[src/common/rsu_pkg.sv]
// Purpose: Shared constants and types for the boot control and reconfiguration status block.
// Assumes: One clock domain (startup clock), asynchronous active-high reset.
// Notes: Control word is 39 bits, status word is 32 bits.
package rsu_pkg;

  // Control word field positions.
  localparam int CTL_W = 39;
  localparam int CTL_RSV_HI_BIT = 38;
  localparam int CTL_EARLY_BIT = 37;
  localparam int CTL_OSC_BIT = 36;
  localparam int CTL_WDEN_BIT = 35;
  localparam int CTL_RSV_LO_BIT = 34;
  localparam int CTL_PAGE_MSB = 33;
  localparam int CTL_PAGE_LSB = 12;
  localparam int CTL_WDT_MSB = 11;
  localparam int CTL_WDT_LSB = 0;

  // Derived value widths and fixed padding.
  localparam int PAGE_W = 22;
  localparam int WDT_W = 12;
  localparam int BOOT_W = 24;
  localparam int WDCNT_W = 29;
  localparam logic [16:0] WD_PAD = 17'h00008;
  localparam logic [1:0] BOOT_PAD = 2'h0;

  // Power-up boot addresses per flash scheme.
  localparam logic [23:0] BOOT_SERIAL_RST = 24'h000000;
  localparam logic [23:0] BOOT_PARALLEL_RST = 24'h010000;

  // Power-up option and reserved bit values.
  localparam logic RST_WDEN = 1'h1;
  localparam logic RST_OSC = 1'h1;
  localparam logic RST_EARLY = 1'h1;
  localparam logic RST_RSV_HI = 1'h1;
  localparam logic RST_RSV_LO = 1'h0;
  localparam logic [11:0] RST_WDT = 12'h000;

  // Status word field positions.
  localparam int ST_W = 32;
  localparam int ST_STATE_MSB = 31;
  localparam int ST_STATE_LSB = 30;
  localparam int ST_WDEN_BIT = 29;
  localparam logic [5:0] ST_PAD = 6'h00;

  // Master state encoding reported in status bits 31:30.
  localparam logic [1:0] MS_FACTORY = 2'h0;
  localparam logic [1:0] MS_APP = 2'h1;

  // Status view select.
  localparam logic [1:0] VIEW_FACTORY = 2'h0;
  localparam logic [1:0] VIEW_APP1 = 2'h1;
  localparam logic [1:0] VIEW_APP2 = 2'h2;

  // Reconfiguration cause vector.
  typedef struct packed {
    logic cfg_reset;
    logic crc_error;
    logic status_line;
    logic wdog_timeout;
    logic fabric_trigger;
  } rsu_cause_t;

  // Control word fields.
  typedef struct packed {
    logic reserved_high_bit;
    logic early_done_check;
    logic osc_select;
    logic wdog_enable;
    logic reserved_low_bit;
    logic [21:0] boot_page_address;
    logic [11:0] wdog_timeout_msb;
  } rsu_ctl_t;

endpackage : rsu_pkg

[src/hw/rsu_regs.sv]
// Purpose: Boot control word and reconfiguration status word of the remote update circuit.
// Assumes: Clocked by the internal oscillator or user startup clock; inputs synchronous.
// Notes: Shift/update protocol, watchdog counter and reconfiguration sequencer are outside.
//
// Functional notes
// [RULE1] Serial flash scheme: boot address zero at power-up.
// [RULE2] Parallel flash scheme: boot address 010000 at power-up.
// [RULE3] JTAG instruction replaces parallel factory boot address.
// [RULE4] Only factory image may write control contents.
// [RULE5] Control word fixed 39-bit field layout.
// [RULE6] Watchdog count is timeout bits plus pattern.
// [RULE7] Boot address is page bits plus two zeros.
// [RULE8] Early done check verifies image, else factory reload.
// [RULE9] Oscillator select clocks startup from internal oscillator.
// [RULE10] Factory image sets early check and oscillator bits.
// [RULE11] Status records which trigger caused reconfiguration.
// [RULE12] Factory status view: state, zeros, boot address.
// [RULE13] Application view one: state, enable, watchdog count.
// [RULE14] Application view two: state, zeros, boot address.
// [RULE15] Status is 32 bits, layout by master state.
// [RULE16] Reconfiguration start copies update into control. Code copies only on a fabric trigger; error causes clear control instead.
// [RULE17] Status rewritten on every reconfiguration.
// [RULE18] Registers run on startup clock, not shift clock.
// [RULE19] Application image cannot write update register.
// [RULE20] Reserved bits stored, returned, otherwise ignored.
`timescale 1ns/1ps
`default_nettype none

module rsu_regs (
  // Clock and reset.
  input wire logic i_clk,
  input wire logic i_reset,
  // Configuration scheme and JTAG factory address override.
  input wire logic i_parallel_flash_scheme,
  input wire logic i_factory_addr_load,
  input wire logic [23:0] i_factory_addr,
  // Update register write path from the shift register.
  input wire logic i_update_write,
  input wire logic [38:0] i_update_data,
  // Reconfiguration events.
  input wire logic i_reconfig_start,
  input wire rsu_pkg::rsu_cause_t i_cause,
  input wire logic i_enter_app,
  // Early done check inputs.
  input wire logic i_image_size_ok,
  input wire logic i_done_too_early,
  // Status view select.
  input wire logic [1:0] i_status_view,
  // Register contents.
  output logic [38:0] o_control_word,
  output logic [38:0] o_update_word,
  output logic [31:0] o_status_word,
  output rsu_pkg::rsu_cause_t o_cause,
  // Derived values and startup controls.
  output logic [23:0] o_boot_address,
  output logic [28:0] o_wdog_count,
  output logic o_wdog_enable,
  output logic o_startup_osc_select,
  output logic o_app_mode,
  output logic o_factory_reload,
  output logic o_update_write_blocked
);

  // Builds the 24-bit boot address from the stored page bits.
  function automatic logic [23:0] boot_of(input logic [38:0] w);
    boot_of = {w[rsu_pkg::CTL_PAGE_MSB:rsu_pkg::CTL_PAGE_LSB], rsu_pkg::BOOT_PAD}; // [RULE7]
  endfunction : boot_of

  // Builds the 29-bit watchdog count from the stored timeout bits.
  function automatic logic [28:0] wdcnt_of(input logic [38:0] w);
    wdcnt_of = {w[rsu_pkg::CTL_WDT_MSB:rsu_pkg::CTL_WDT_LSB], rsu_pkg::WD_PAD}; // [RULE6]
  endfunction : wdcnt_of

  // Packs a power-up control word around a given boot address.
  function automatic logic [38:0] reset_word(input logic [23:0] addr);
    rsu_pkg::rsu_ctl_t c;
    c.reserved_high_bit = rsu_pkg::RST_RSV_HI;
    c.early_done_check = rsu_pkg::RST_EARLY;
    c.osc_select = rsu_pkg::RST_OSC;
    c.wdog_enable = rsu_pkg::RST_WDEN;
    c.reserved_low_bit = rsu_pkg::RST_RSV_LO;
    c.boot_page_address = addr[23:2]; // [RULE5]
    c.wdog_timeout_msb = rsu_pkg::RST_WDT;
    reset_word = c;
  endfunction : reset_word

  typedef enum logic {ST_FACTORY, ST_APP} rsu_master_t;

  rsu_master_t master;
  rsu_master_t next_master;
  logic [38:0] control;
  logic [38:0] next_control;
  logic [38:0] update;
  logic [38:0] next_update;
  logic [23:0] factory_addr;
  logic [23:0] next_factory_addr;
  logic [31:0] status;
  logic [31:0] next_status;
  rsu_pkg::rsu_cause_t cause;
  rsu_pkg::rsu_cause_t next_cause;
  logic powered;
  logic next_powered;
  logic reload;
  logic next_reload;
  logic [1:0] state_code;
  logic error_cause;
  logic early_fail;

  // State code and error classification.
  assign state_code = (master == ST_APP) ? rsu_pkg::MS_APP : rsu_pkg::MS_FACTORY;
  assign error_cause = i_cause.cfg_reset | i_cause.crc_error | i_cause.status_line
                       | i_cause.wdog_timeout;
  // An early done failure only counts while the check bit is set.
  assign early_fail = control[rsu_pkg::CTL_EARLY_BIT]
                      & (~i_image_size_ok | i_done_too_early); // [RULE8]

  // Next-state logic for control, update, master state and cause.
  always_comb
  begin
    next_master = master;
    next_control = control;
    next_update = update;
    next_factory_addr = factory_addr;
    next_cause = cause;
    next_powered = 1'b1;
    next_reload = 1'b0;
    // Strap the power-up boot address on the first edge after reset.
    if (!powered)
    begin
      next_control = reset_word(i_parallel_flash_scheme ? factory_addr
                                : rsu_pkg::BOOT_SERIAL_RST); // [RULE1] [RULE2]
    end
    // JTAG override of the parallel factory boot address.
    if (i_factory_addr_load && i_parallel_flash_scheme)
    begin
      next_factory_addr = i_factory_addr; // [RULE3]
    end
    // The factory register resets with the block, so while the factory image runs the override also moves the running boot page.
    if (i_factory_addr_load && i_parallel_flash_scheme && powered && master == ST_FACTORY)
    begin
      next_control[rsu_pkg::CTL_PAGE_MSB:rsu_pkg::CTL_PAGE_LSB] = i_factory_addr[23:2]; // [RULE3]
    end
    // Update writes only while the factory image runs.
    if (i_update_write && master == ST_FACTORY)
    begin
      next_update = i_update_data; // [RULE4] [RULE19]
    end
    if (i_reconfig_start && powered)
    begin
      next_cause = i_cause; // [RULE11] [RULE17]
      if (error_cause)
      begin
        next_control = '0;
        next_master = ST_FACTORY;
      end
      else if (i_cause.fabric_trigger)
      begin
        next_control = update; // [RULE16] [RULE20]
        next_master = ST_FACTORY;
      end
    end
    else if (i_enter_app && powered && master == ST_FACTORY)
    begin
      if (early_fail)
      begin
        next_control = '0; // [RULE8]
        next_reload = 1'b1;
      end
      else
      begin
        next_master = ST_APP;
      end
    end
  end

  // Registers for control, update and master state.
  always_ff @(posedge i_clk or posedge i_reset) // [RULE18]
  begin
    if (i_reset)
    begin
      master <= ST_FACTORY;
      control <= '0;
      update <= '0;
      factory_addr <= rsu_pkg::BOOT_PARALLEL_RST;
      cause <= '0;
      powered <= 1'b0;
      reload <= 1'b0;
    end
    else
    begin
      master <= next_master;
      control <= next_control;
      update <= next_update;
      factory_addr <= next_factory_addr;
      cause <= next_cause;
      powered <= next_powered;
      reload <= next_reload;
    end
  end

  // Status word formatting by view and master state.
  always_comb
  begin
    next_status = {state_code, rsu_pkg::ST_PAD, boot_of(control)}; // [RULE12]
    if (master == ST_APP)
    begin
      case (i_status_view)
        rsu_pkg::VIEW_APP1:
          next_status = {state_code, control[rsu_pkg::CTL_WDEN_BIT],
                         wdcnt_of(control)}; // [RULE13]
        rsu_pkg::VIEW_APP2:
          next_status = {state_code, rsu_pkg::ST_PAD, boot_of(control)}; // [RULE14]
        default:
          next_status = {state_code, rsu_pkg::ST_PAD, boot_of(control)}; // [RULE15]
      endcase
    end
  end

  // Status register.
  always_ff @(posedge i_clk or posedge i_reset)
  begin
    if (i_reset)
    begin
      status <= '0;
    end
    else
    begin
      status <= next_status;
    end
  end

  // Outputs.
  assign o_control_word = control;
  assign o_update_word = update;
  assign o_status_word = status;
  assign o_cause = cause;
  assign o_boot_address = boot_of(control);
  assign o_wdog_count = wdcnt_of(control);
  assign o_wdog_enable = control[rsu_pkg::CTL_WDEN_BIT];
  assign o_startup_osc_select = control[rsu_pkg::CTL_OSC_BIT]; // [RULE9]
  assign o_app_mode = (master == ST_APP);
  assign o_factory_reload = reload;
  assign o_update_write_blocked = i_update_write & (master == ST_APP); // [RULE19]

endmodule : rsu_regs

`default_nettype wire

[config.mk]
export PLATFORM = sky130hd
export DESIGN_NAME = rsu_regs
export DESIGN_NICKNAME = d
export VERILOG_FILES = /design/src/common/rsu_pkg.sv /design/src/hw/rsu_regs.sv
export SDC_FILE = /design/constraint.sdc
export NUM_CORES = 1
export LEC_CHECK = 0
export ABC_CLOCK_PERIOD_IN_PS = 6740
export BUFFER_PORTS_ARGS = -buffer_cell sky130_fd_sc_hd__buf_2
export CORE_AREA = 2 2 114 116
export DETAILED_ROUTE_END_ITERATION = 8
export DIE_AREA = 0 0 116 118
export GPL_TIMING_DRIVEN = 0
export HOLD_SLACK_MARGIN = 0.02
export PLACE_DENSITY = 0.8
export SLEW_MARGIN = 30
export SYNTH_ARGS = -nofsm -noshare
export SYNTH_HDL_FRONTEND = slang
export SYNTH_SLANG_ARGS = --single-unit
[constraint.sdc]
create_clock -name i_clk -period 6.74 [get_ports i_clk]
set_input_delay 2.022 -clock i_clk [delete_from_list [all_inputs] [get_ports i_clk]]
set_output_delay 2.022 -clock i_clk [all_outputs]
set_load 0.02 [all_outputs]
==> flow_summary.json <==
{
  "slew_viol_final": 0,
  "timing.slew.headroom": 0.5522,
  "start_util": 0.4759,
  "core_mm2": 0.01241,
  "seq_area_frac_synth": 0.5805,
  "critPathTopFamily": "buffers and inverters",
  "gp_congestion": 0.8269,
  "yosys_register_bits": 137,
  "drt-initial-drc-count": 214,
  "ios": 252,
  "regArea_mm2": 0.003430,
  "routedWlPerCell_um": 17.60,
  "ir_drop_mv": 0.1752,
  "design_area_mm2": 0.007979,
  "power_density_mw_per_mm2": 306.3,
  "worst_setup_path_end_kind": "primary output",
  "synthFlopType": "dfrtp_1",
  "drc": 0,
  "crit_buf_inv": 2,
  "critical_path.startpoint": "i_update_write",
  "cts.clk_slew.worst_paths_ps": 50,
  "diodes": 0,
  "avgSynthCellArea_um2": 12.18,
  "hp-class": "reg -> reg",
  "grt_usage": 0.2437,
  "timing_worst_slew_pin_value_ps": 671.7,
  "syn-cell-area_mm2": 0.005908,
  "critPathKind": "in -> out",
  "grt_pass1_wl_um": 25300,
  "skew_ps": 5.460,
  "layout.nets": 832,
  "clockBufferDepth": 2,
  "setup_viol": 0,
  "max_cap_viol_count": 0,
  "cts_setup_buffers": 0,
  "die-area_mm2": 0.01369,
  "p_total_uw": 2444,
  "crit_required_ps": 4720,
  "yosysUniqueCellTypes": 36,
  "hp-start": "o_cause[0]$_DFFE_PP0P_",
  "cts_buffers": 17,
  "cp-start-kind": "input pin",
  "cpPeakStageDelay_ps": 150,
  "clockRootBuffer": "clkbuf_16",
  "postCtsResizedCells": 0,
  "leakagePower_uw": 0.004233,
  "cts-hold-fix-buffers": 0,
  "crit_chain": "buf_2 > and2_1 > buf_2",
  "fin_ws_ps": 2306,
  "grt_pass1_vias": 4956,
  "die_w_um": 116,
  "firstDrtPassIters": 4,
  "wl_um": 16490,
  "period_minus_slack_ps": 4434,
  "num_rows": 41,
  "antenna_found_initial": 0,
  "fillers": 994,
  "drive_above_1_share": 0.5281,
  "cp_max_fo": 2,
  "slowest_stage": "buf_2",
  "holdWs_ps": 499.8,
  "async_flop_share": 1.000,
  "antenna_left": 0,
  "syn2layout_area_growth_pct": 35.05,
  "io_buffers": 227,
  "cts.sink_count": 137,
  "hold_violations": 0,
  "viasPerCell": 5.143,
  "worst_path_most_repeated_cell": "buf_2",
  "grt_max_degree": 77,
  "yosys_warnings": 0,
  "syn_inst": 485,
  "period_share": 0.6579,
  "h-tree-depth": 4,
  "die_y_um": 118,
  "clkLatencyLatePin_ps": 420,
  "r2r-start": "o_app_mode$_DFFE_PP0P_",
  "placed_cell_area_mm2": 0.007373,
  "rsz0062_at_grt": "no",
  "multi_input_area_mm2": 0.001988,
  "vias": 4819,
  "run_status": "finished, final reports clean",
  "globalRouteOverflowTotal": 0,
  "synth_edf_count": 0,
  "place_hpwl_um": 12100,
  "cts_tree": "done",
  "pre_cts_ws_ps": 2306,
  "arrival_ps": 2410,
  "max_freq_mhz": 225.5
}
cells by family after synthesis:
family | Yosys count | share of synthesized area
buf+inv | 85 | 0.09636
mux | 65 | 0.1239
simple gates | 126 | 0.1008
compound gates | 70 | 0.09720
other cells | 2 | 0.001271
flops | 137 | 0.5805
worst paths after layout:
check / cells past startpoint / slack (ps) / to
max: 3 / 2310 / o_update_write_blocked
min: 2 / 500 / o_cause[0]$_DFFE_PP0P_
max reg2reg: 4 / 4770 / o_update_word[7]$_DFFE_PP0P_
min reg2reg: 2 / 500 / o_cause[0]$_DFFE_PP0P_
max in group asynchronous: 3 / 4360 / factory_addr[16]$_DFFE_PP1N_
min in group asynchronous: 2 / 1620 / o_update_word[2]$_DFFE_PP0P_
registers in the layout (all words and copies together) (netlist names):
name,cells
o_status_word,29
o_control_word,39
o_cause,5
o_factory_reload,1
o_app_mode,1
factory_addr,22
powered,1
o_update_word,39
synth_stat cells, types with 2 or more instances:
cell,n,share of area
nand3_1,3,0.0025
a22o_1,17,0.025
buf_2,11,0.0093
a221o_1,8,0.014
inv_1,3,0.0019
buf_1,2,0.0013
nor2_1,50,0.032
mux2_2,65,0.12
dfrtp_1,136,0.58
a22oi_1,12,0.015
a21oi_1,9,0.0076
a221oi_1,17,0.025
conb_1,2,0.0013
nand2_1,35,0.022
and2_1,21,0.022
clkbuf_1,7,0.0044
buf_4,61,0.078
nand2b_1,2,0.0021
o211ai_1,6,0.0076
nor2b_1,2,0.0021
power by group:
group          internal [uW]  total (uW)  switching [uW]
Combinational            209         498             289
Sequential               923         999            76.0
Clock                    616         947             331
cells in the final DEF, fill, tap and decap left out, types with 12 or more instances in the layout:
master     netlist  final
nand2_1         35     35
a22oi_1         12     12
buf_2           11    238
buf_4           61     61
and2_1          21     21
a22o_1          17     17
clkbuf_16        0     17
dfrtp_1        136    136
conb_1           2     23
a221oi_1        17     17
mux2_2          65     65
nor2_1          50     50
stage by stage:
stage          utilization  cells  TNS [ps]
2_1_floorplan            -    506         0
3_3_place_gp        0.5911    905    -28130
3_5_place_dp        0.5939    906         0
4_1_cts             0.6427    937         0
5_1_grt             0.6427    937         0
6_report            0.6427    937         0
worst reg2reg max path, delay by kind of cell, from the launching register on:
kind | cells | cell delay (ps)
AND/OR/NAND/NOR | 1 | 320
multiplexers | 1 | 380
flip-flops | 1 | 510
buffers and inverters | 2 | 650
per-layer routing:
| layer | part of all wire | global-route usage | vias up | routed length [um] |
|---|---|---|---|---|
| met2 | 0.52 | 0.4232 | 219 | 8615 |
| met3 | 0.059 | 0.05252 | 50 | 980 |
| met1 | 0.37 | 0.2727 | 2394 | 6179 |
| met5 | 0 | 0 | - | 0 |
| li1 | - | - | 2156 | - |
| met4 | 0.043 | 0.1376 | 0 | 712 |
area by class of cell:
type	instances	area share
plain buffers	82	0.06994
inverters	3	0.002352
repair buffers	228	0.1458
multi-input cells	284	0.2492
flip-flops and latches	137	0.4298
clock buffers	23	0.06116
well taps	172	0.02697
clock inverters	8	0.01474
Note: power is estimated with default switching activity, not from simulation.
